**config.mk**
```make
export PLATFORM = sky130hd
export DESIGN_NAME = pmfs_status_bank
export DESIGN_NICKNAME = d
export VERILOG_FILES = /design/src/logic/pmfs_pkg.sv /design/src/logic/pmfs_status_bank.sv
export SDC_FILE = /design/constraint.sdc
export NUM_CORES = 1
export LEC_CHECK = 0
export BUFFER_PORTS_ARGS = -buffer_cell sky130_fd_sc_hd__buf_2
export CAP_MARGIN = 20
export CELL_PAD_IN_SITES_DETAIL_PLACEMENT = 2
export CELL_PAD_IN_SITES_GLOBAL_PLACEMENT = 2
export CORE_AREA = 2 2 89 91
export DETAILED_ROUTE_END_ITERATION = 8
export DIE_AREA = 0 0 91 93
export GPL_ROUTABILITY_DRIVEN = 0
export GPL_TIMING_DRIVEN = 0
export HOLD_SLACK_MARGIN = 0.03
export PLACE_DENSITY_LB_ADDON = 0.3
export SLEW_MARGIN = 5
export SYNTH_ARGS = -nofsm -noshare
export SYNTH_HDL_FRONTEND = slang
export SYNTH_SLANG_ARGS = --single-unit
```
**constraint.sdc**
```tcl
create_clock -name CLK_I -period 2.4 [get_ports CLK_I]
set_clock_uncertainty 0.2 [all_clocks]
set_input_delay 0.36 -clock CLK_I [delete_from_list [all_inputs] [get_ports CLK_I]]
set_output_delay 0.36 -clock CLK_I [all_outputs]
set_load 0.02 [all_outputs]
```
**src/logic/pmfs_pkg.sv**
```systemverilog
// pmfs_pkg: command codes, field positions, masks and carriers for the fault status bank.
// assumes the PMBus front end decodes transactions into single command-code accesses.
package pmfs_pkg;

  // command codes of the bank
  localparam logic [7:0] CMD_FAULT_SUMMARY_WORD = 8'h79;
  localparam logic [7:0] CMD_OUTPUT_VOLTAGE_FLAGS = 8'h7A;
  localparam logic [7:0] CMD_OUTPUT_CURRENT_FLAGS = 8'h7B;
  localparam logic [7:0] CMD_INPUT_FLAGS = 8'h7C;
  localparam logic [7:0] CMD_TEMPERATURE_FLAGS = 8'h7D;

  // special summary-word writes
  localparam logic [15:0] SUM_CLR_BUSY = 16'h0080;
  localparam logic [15:0] SUM_CLR_BUSY_UNKNOWN = 16'h0180;

  // summary word bit positions
  localparam int SUM_VOUT_BIT = 15;
  localparam int SUM_IOUT_BIT = 14;
  localparam int SUM_INPUT_BIT = 13;
  localparam int SUM_MFR_BIT = 12;
  localparam int SUM_PGOOD_BIT = 11;
  localparam int SUM_OTHER_BIT = 9;
  localparam int SUM_UNKNOWN_BIT = 8;
  localparam int SUM_BUSY_BIT = 7;
  localparam int SUM_OFF_BIT = 6;
  localparam int SUM_VOUT_OV_BIT = 5;
  localparam int SUM_IOUT_OC_BIT = 4;
  localparam int SUM_VIN_UV_BIT = 3;
  localparam int SUM_TEMP_BIT = 2;
  localparam int SUM_CML_BIT = 1;

  // detail field positions used by the summary
  localparam int VOUT_OV_FAULT_BIT = 7;
  localparam int IOUT_OC_FAULT_BIT = 7;
  localparam int VIN_UV_FAULT_BIT = 4;

  // supported bits of each detail register
  localparam logic [7:0] VOUT_MASK = 8'hFC;
  localparam logic [7:0] IOUT_MASK = 8'hB8;
  localparam logic [7:0] INPUT_MASK = 8'hFF;
  localparam logic [7:0] TEMP_MASK = 8'hC0;

  // values after reset
  localparam logic [7:0] FLAGS_RESET = 8'h00;
  localparam logic [15:0] RDATA_RESET = 16'h0000;

  // input_flags layout, for reference by the event source
  localparam int INPUT_OV_FAULT_BIT = 7;
  localparam int INPUT_LOW_VIN_BIT = 3;
  localparam int INPUT_OC_FAULT_BIT = 2;
  localparam int INPUT_OC_WARN_BIT = 1;
  localparam int INPUT_OVERPOWER_WARNING_BIT = 0;

  // one-cycle event pulses from the regulator and the bus front end
  typedef struct packed {
    logic [7:0] vout;
    logic [7:0] iout;
    logic [7:0] input_ev;
    logic [7:0] temp;
    logic busy;
    logic unknown;
  } pmfs_evt_s;

  // register access request from the bus front end
  typedef struct packed {
    logic wr;
    logic rd;
    logic [7:0] cmd;
    logic [15:0] wdata;
  } pmfs_req_s;

endpackage

```
**src/logic/pmfs_status_bank.sv**
```systemverilog
// pmfs_status_bank: latched fault/warning flags and the summary word, read and cleared by command code.
// assumes event pulses and requests come from logic on CLK_I; power-good and enable are pins.
//
// Operation
// summary bit 15 is set while any output-voltage flag is latched
// summary bit 14 is set while any output-current flag is latched
// summary bit 13 is set while any input flag is latched
// summary bit 12 reflects any manufacturer-specific fault or warning
// summary bit 11 reads 1 while power-good is low
// summary bit 9 reflects any other fault
// summary bit 7 latches when a busy fault is declared
// summary bit 6 set while output is off for lack of enable, not fault
// summary bits 5, 4, 3: output OV, output OC, input UV faults
// summary bit 2 temperature, bit 1 communication/memory/logic fault
// writing 0080h to the summary word clears only busy
// writing 0180h to the summary word clears busy and unknown
// output-voltage flags latch in bits 7 to 2
// detail flags clear on clear-faults or on writing 1; 0 keeps them
// output-current flags latch in bits 7, 5, 4 and 3
// input flags latch OV fault, OV warn, UV warn, UV fault in 7..4
// input bit 3 latches on shutdown for insufficient input voltage
// input bits 2, 1, 0: input OC fault, OC warning, overpower warning
// temperature flags latch fault in bit 7 and warning in bit 6
// summary bits follow detail flags; clearing a flag clears its summary bit
// each category summary bit is the OR of its latched flags; bits 12, 9 and 1 copy unlatched input levels
`timescale 1ns/1ps
module pmfs_status_bank
  import pmfs_pkg::*;
(
  input wire logic CLK_I,
  input wire logic RESETN_I,
  input wire pmfs_evt_s EVT_I,
  input wire logic MFR_FAULT_I,
  input wire logic CML_FAULT_I,
  input wire logic OTHER_FAULT_I,
  input wire logic CLEAR_FAULTS_I,
  input wire logic PGOOD_I,
  input wire logic ENABLED_I,
  input wire pmfs_req_s REQ_I,
  output logic [15:0] RDATA_O,
  output logic RVALID_O,
  output logic CMD_ERR_O,
  output logic [15:0] SUMMARY_O
);

  // latched flags; set beats clear so an event in the clearing cycle survives
  function automatic logic [7:0] latch_flags(input logic [7:0] cur, input logic [7:0] set,
                                             input logic [7:0] w1c, input logic clr_all,
                                             input logic [7:0] mask);
    logic [7:0] kept;
    kept = clr_all ? 8'h00 : (cur & ~w1c);
    latch_flags = (kept | set) & mask;
  endfunction

  // command decode, shared by the write side and the read side
  function automatic logic cmd_mapped(input logic [7:0] cmd);
    logic hit;
    hit = 1'b0;
    unique case (cmd)
      CMD_FAULT_SUMMARY_WORD: begin
        hit = 1'b1;
      end
      CMD_OUTPUT_VOLTAGE_FLAGS: begin
        hit = 1'b1;
      end
      CMD_OUTPUT_CURRENT_FLAGS: begin
        hit = 1'b1;
      end
      CMD_INPUT_FLAGS: begin
        hit = 1'b1;
      end
      CMD_TEMPERATURE_FLAGS: begin
        hit = 1'b1;
      end
      default: begin
        hit = 1'b0;
      end
    endcase
    cmd_mapped = hit;
  endfunction

  // write-one-to-clear bits aimed at one byte register
  function automatic logic [7:0] w1c_bits(input pmfs_req_s req, input logic [7:0] cmd);
    logic [7:0] bits;
    bits = 8'h00;
    if (req.wr && (req.cmd == cmd)) begin
      bits = req.wdata[7:0];
    end
    w1c_bits = bits;
  endfunction

  logic [7:0] vout_q;
  logic [7:0] iout_q;
  logic [7:0] input_q;
  logic [7:0] temp_q;
  logic busy_q;
  logic unknown_q;
  logic pgood_meta_q;
  logic pgood_q;
  logic enabled_meta_q;
  logic enabled_q;
  logic [15:0] rdata_q;
  logic rvalid_q;
  logic cmd_err_q;
  logic [15:0] summary_d;
  logic [15:0] rdata_d;
  logic hit_d;
  logic wr_sum;
  logic clr_busy;
  logic clr_unknown;
  logic [7:0] w1c_vout;
  logic [7:0] w1c_iout;
  logic [7:0] w1c_input;
  logic [7:0] w1c_temp;

  // write decode; only supported bits are ever affected
  assign wr_sum = REQ_I.wr && (REQ_I.cmd == CMD_FAULT_SUMMARY_WORD);
  assign w1c_vout = w1c_bits(REQ_I, CMD_OUTPUT_VOLTAGE_FLAGS);
  assign w1c_iout = w1c_bits(REQ_I, CMD_OUTPUT_CURRENT_FLAGS);
  assign w1c_input = w1c_bits(REQ_I, CMD_INPUT_FLAGS);
  assign w1c_temp = w1c_bits(REQ_I, CMD_TEMPERATURE_FLAGS);
  assign hit_d = cmd_mapped(REQ_I.cmd);

  // special summary values; any other summary write is dropped
  assign clr_busy = CLEAR_FAULTS_I ||
                    (wr_sum && (REQ_I.wdata == SUM_CLR_BUSY || REQ_I.wdata == SUM_CLR_BUSY_UNKNOWN));
  assign clr_unknown = CLEAR_FAULTS_I || (wr_sum && REQ_I.wdata == SUM_CLR_BUSY_UNKNOWN);

  // power-good pin; reads as not good until two edges after reset
  always_ff @(posedge CLK_I or negedge RESETN_I) begin
    if (!RESETN_I) begin
      pgood_meta_q <= 1'b0;
      pgood_q <= 1'b0;
    end else begin
      pgood_meta_q <= PGOOD_I;
      pgood_q <= pgood_meta_q;
    end
  end

  // enable pin; reads as off until two edges after reset
  always_ff @(posedge CLK_I or negedge RESETN_I) begin
    if (!RESETN_I) begin
      enabled_meta_q <= 1'b0;
      enabled_q <= 1'b0;
    end else begin
      enabled_meta_q <= ENABLED_I;
      enabled_q <= enabled_meta_q;
    end
  end

  // output-voltage flags
  always_ff @(posedge CLK_I or negedge RESETN_I) begin
    if (!RESETN_I) begin
      vout_q <= FLAGS_RESET;
    end else begin
      vout_q <= latch_flags(vout_q, EVT_I.vout, w1c_vout, CLEAR_FAULTS_I, VOUT_MASK);
    end
  end

  // output-current flags
  always_ff @(posedge CLK_I or negedge RESETN_I) begin
    if (!RESETN_I) begin
      iout_q <= FLAGS_RESET;
    end else begin
      iout_q <= latch_flags(iout_q, EVT_I.iout, w1c_iout, CLEAR_FAULTS_I, IOUT_MASK);
    end
  end

  // input flags, all eight bits supported
  always_ff @(posedge CLK_I or negedge RESETN_I) begin
    if (!RESETN_I) begin
      input_q <= FLAGS_RESET;
    end else begin
      input_q <= latch_flags(input_q, EVT_I.input_ev, w1c_input, CLEAR_FAULTS_I, INPUT_MASK);
    end
  end

  // temperature flags
  always_ff @(posedge CLK_I or negedge RESETN_I) begin
    if (!RESETN_I) begin
      temp_q <= FLAGS_RESET;
    end else begin
      temp_q <= latch_flags(temp_q, EVT_I.temp, w1c_temp, CLEAR_FAULTS_I, TEMP_MASK);
    end
  end

  // busy latch, cleared by either special value or clear-faults
  always_ff @(posedge CLK_I or negedge RESETN_I) begin
    if (!RESETN_I) begin
      busy_q <= 1'b0;
    end else if (EVT_I.busy) begin
      busy_q <= 1'b1;
    end else if (clr_busy) begin
      busy_q <= 1'b0;
    end
  end

  // unknown latch; other summary writes are ignored
  always_ff @(posedge CLK_I or negedge RESETN_I) begin
    if (!RESETN_I) begin
      unknown_q <= 1'b0;
    end else if (EVT_I.unknown) begin
      unknown_q <= 1'b1;
    end else if (clr_unknown) begin
      unknown_q <= 1'b0;
    end
  end

  // summary is derived only, so it cannot disagree with the detail flags
  always_comb begin
    summary_d = 16'h0000;
    // output voltage category
    summary_d[SUM_VOUT_BIT] = |vout_q;
    // output current category
    summary_d[SUM_IOUT_BIT] = |iout_q;
    // input category
    summary_d[SUM_INPUT_BIT] = |input_q;
    // manufacturer category
    summary_d[SUM_MFR_BIT] = MFR_FAULT_I;
    // power-good negated
    summary_d[SUM_PGOOD_BIT] = ~pgood_q;
    // other category
    summary_d[SUM_OTHER_BIT] = OTHER_FAULT_I;
    summary_d[SUM_UNKNOWN_BIT] = unknown_q;
    // busy fault
    summary_d[SUM_BUSY_BIT] = busy_q;
    // off only for lack of enable, never for a fault shutdown
    summary_d[SUM_OFF_BIT] = ~enabled_q;
    // single faults mirrored from their detail flags
    summary_d[SUM_VOUT_OV_BIT] = vout_q[VOUT_OV_FAULT_BIT];
    summary_d[SUM_IOUT_OC_BIT] = iout_q[IOUT_OC_FAULT_BIT];
    summary_d[SUM_VIN_UV_BIT] = input_q[VIN_UV_FAULT_BIT];
    // temperature and communication
    summary_d[SUM_TEMP_BIT] = |temp_q;
    summary_d[SUM_CML_BIT] = CML_FAULT_I;
  end

  // read mux; byte registers sit in the low bits
  always_comb begin
    rdata_d = 16'h0000;
    unique case (REQ_I.cmd)
      CMD_FAULT_SUMMARY_WORD: begin
        rdata_d = summary_d;
      end
      CMD_OUTPUT_VOLTAGE_FLAGS: begin
        rdata_d = {8'h00, vout_q};
      end
      CMD_OUTPUT_CURRENT_FLAGS: begin
        rdata_d = {8'h00, iout_q};
      end
      CMD_INPUT_FLAGS: begin
        rdata_d = {8'h00, input_q};
      end
      CMD_TEMPERATURE_FLAGS: begin
        rdata_d = {8'h00, temp_q};
      end
      default: begin
        rdata_d = 16'h0000;
      end
    endcase
  end

  // answer one cycle after the request; reads see flags before this cycle's updates
  always_ff @(posedge CLK_I or negedge RESETN_I) begin
    if (!RESETN_I) begin
      rvalid_q <= 1'b0;
    end else begin
      rvalid_q <= REQ_I.rd;
    end
  end

  // unmapped access flagged for one cycle, reads and writes alike
  always_ff @(posedge CLK_I or negedge RESETN_I) begin
    if (!RESETN_I) begin
      cmd_err_q <= 1'b0;
    end else begin
      cmd_err_q <= (REQ_I.rd || REQ_I.wr) && !hit_d;
    end
  end

  // read data holds until the next read so a slow host can still fetch it
  always_ff @(posedge CLK_I or negedge RESETN_I) begin
    if (!RESETN_I) begin
      rdata_q <= RDATA_RESET;
    end else if (REQ_I.rd) begin
      rdata_q <= hit_d ? rdata_d : RDATA_RESET;
    end
  end

  assign RDATA_O = rdata_q;
  assign RVALID_O = rvalid_q;
  assign CMD_ERR_O = cmd_err_q;
  assign SUMMARY_O = summary_d;

endmodule

```
==> results_dict.tcl <==
set metrics [dict create \
    fill_cells 902 \
    p_sw_uw 403 \
    tns_ns 0 \
    dr_wl_met2_mm 3.25 \
    path_buf_inv 1 \
    slew_headroom_pct 34.6 \
    hpwl_mm 5.48 \
    ys_warn_count 0 \
    ys_ff_latch 43 \
    async_flop_share_pct 100 \
    h-tree-depth 2 \
    io_buffers 86 \
    leakage_nw 1.34 \
    grt_start_max_net_pins 44 \
    grt_pass1_vias 2146 \
    via_per_inst 4.85 \
    cpPeakStageDelay_ns 0.58 \
    crit_slowest_cell "or4_1" \
    clk_latency_ns 0.30 \
    post_drt_wl_per_cell_um 17.4 \
    die_y_um 93 \
    diodes 0 \
    ctsRootBufferMaster "clkbuf_8" \
    dr_wl_met3_um 355 \
    cts_sinks 43 \
    nets 361 \
    crit_fanout 5 \
    netlist_area_um2 2100 \
    drive_above_1_share_pct 45.6 \
    end_kind "output port" \
    synth_ff_type "dfrtp_1" \
    dp_cells 386 \
    layout.cells.non_filler 396 \
    die_area_um2 8460 \
    seq_power_share_pct 53.5 \
    cts_tree "built" \
    ys_types 39 \
    hold_viol 0 \
    dr.max_layer_used "met4" \
    path_cells "or4_1 > buf_2" \
    power_frac_comb_pct 16.0 \
    cts_resized 0 \
    drv_slew 0 \
    hold_path_class "input pin to async pin" \
    fin_hold_ws_ns 0.0189 \
    grt_setup_unrepaired "no" \
    clk_pin_slew_ns 0.08 \
    p_clk_share_pct 30.5 \
    ant_nets 0 \
    cts_buffers 5 \
    ir_drop_v 0.000257 \
    synthToLayoutAreaGrowth_pct 31.8 \
    fin_crit_sh_pct 86.2 \
    power_density_nw_per_um2 531 \
    p_sw_share_pct 27.5 \
    tightest_slew_ns 0.981 \
    drcViolationCount 0 \
    grt_pass1_wl_mm 11.5 \
    floorplan.initialDensity_pct 27.9 \
    vias 1920 \
    avgSynthCellArea_um2 10.7 \
    path_delay_family "simple AND/OR/NAND/NOR gates" \
    drtIter0Drc 75 \
    yosysSeqAreaShare_pct 51.3 \
    worstPathArrival_ns 1.51 \
    syn-instance-count 196 \
    setup_violations 0 \
    antenna_found_initial 0 \
    postCtsSetupBuffers 0 \
    internal_power_mw 1.07 \
    required_ns 1.84 \
    grtUsageTotal_pct 17.4 \
    final_util_pct 36.7 \
    fmax_mhz 483 \
    most-common-layout-cells "88 x buf_2, 43 x dfrtp_1, 28 x nand2_1" \
    layout_commonest_cell "buf_2" \
    fin_crit_ns 2.07 \
    dr.pass1.iters 4 \
    rows 32 \
    coreArea_um2 7530 \
    synth_edf_count 0 \
    cts.path.max_buffers 2 \
    outcome "finished clean" \
    wl_mm 6.87 \
    drt-met1-wl_mm 3.13 \
    path_class "register to output port" \
    max-cap-violations 0 \
    num_io_pins 102 \
    crit_path_start_kind "register" \
    gr-total-overflow 0 \
    fp.dieW_um 91 \
]
[sequential cells by signal, summed over array words and instances (netlist names)]
register / count
pgood_q: 1
vout_q: 6
RDATA_O: 15
unknown_q: 1
iout_q: 4
RVALID_O: 1
temp_q: 2
busy_q: 1
CMD_ERR_O: 1
input_q: 8
enabled_meta_q: 1
pgood_meta_q: 1
enabled_q: 1
[synth_stat cells, drive strengths merged (2+ instances only)]
cell type	count	area, um2
clkbuf	3	11.3
nor2	8	30.0
a31o	20	175
a22o	8	70.1
o2bb2ai	3	26.3
inv	11	41.3
or3b	2	20.0
nor4	7	50.1
nor2b	6	37.5
nand2	28	105
nand4b	2	32.5
nand4	2	12.5
buf	15	104
o22ai	2	12.5
nor3	7	73.8
a221o	3	30.0
dfrtp	43	1080
a21oi	6	30.0
o21ai	2	10.0
mux2i	6	60.1
[repair_timing]
item,in CTS,in global routing
endpoints found under the hold margin,2,0
hold buffers,2,0
endpoints found under the setup margin,0,0
[path summary, 6_finish.rpt]
check	startpoint	end	slack, ns	cells after the start
max reg2reg	iout_q[7]	RDATA_O[14]	0.87	2
min reg2reg	pgood_meta_q	pgood_q	0.15	0
min in group CLK_I	EVT_I[21]	iout_q[3]	0.05	2
min	RESETN_I	RDATA_O[11]	0.02	1
max in group asynchronous	RESETN_I	input_q[6]	1.37	1
max	iout_q[7]	SUMMARY_O[14]	0.33	2
[power by group through the flow]
stage,sequential [mW],clock (mW),combinational [mW]
finish,0.786,0.447,0.235
global route,0.791,0.497,0.261
CTS,0.786,0.465,0.239
detailed placement,0.801,0,0.235
global placement,0.799,0,0.230
floorplan,0.792,0,0.120
[layer usage]
layer  vias to the layer above  GRT usage [%]
li1                        898              -
met4                         0           5.56
met3                        12           3.95
met5                         -              0
met2                        63           28.3
met1                       947           23.1
[worst register-to-register path: cells and delay by family (launching register included)]
family	cells	cell delay, ns
simple gates	1	0.58
flops	1	0.44
compound gates	1	0.20
[logic make-up after synthesis]
kind of cell	Yosys count	synth area share, %
AND/OR/NAND/NOR	67	18.9
AO/OA/AOI/OAI	49	18.8
flip-flops	43	51.3
buffers and inverters	29	7.45
multiplexers	7	3.40
other	1	0.179
[stage by stage]
stage | power, mW | worst slack (ns) | area (um2)
floorplan | 0.911 | 0.685 | 2110
global placement | 1.03 | 0.354 | 2660
detailed placement | 1.04 | 0.359 | 2660
CTS | 1.49 | 0.323 | 2770
global route | 1.55 | 0.298 | 2770
finish | 1.47 | 0.332 | 2770
[area by class of cell]
cell class / count / area [um2] / share of cell area, %
clock inverters: 1 / 5.00 / 0.181
flip-flops and latches: 43 / 1080 / 38.9
multi-input cells: 126 / 873 / 31.6
inverters: 11 / 41.3 / 1.49
clock buffers: 7 / 76.3 / 2.76
repair buffers: 88 / 450 / 16.3
well taps: 102 / 128 / 4.62
plain buffers: 18 / 115 / 4.16
(Power assumes the default switching activity.)
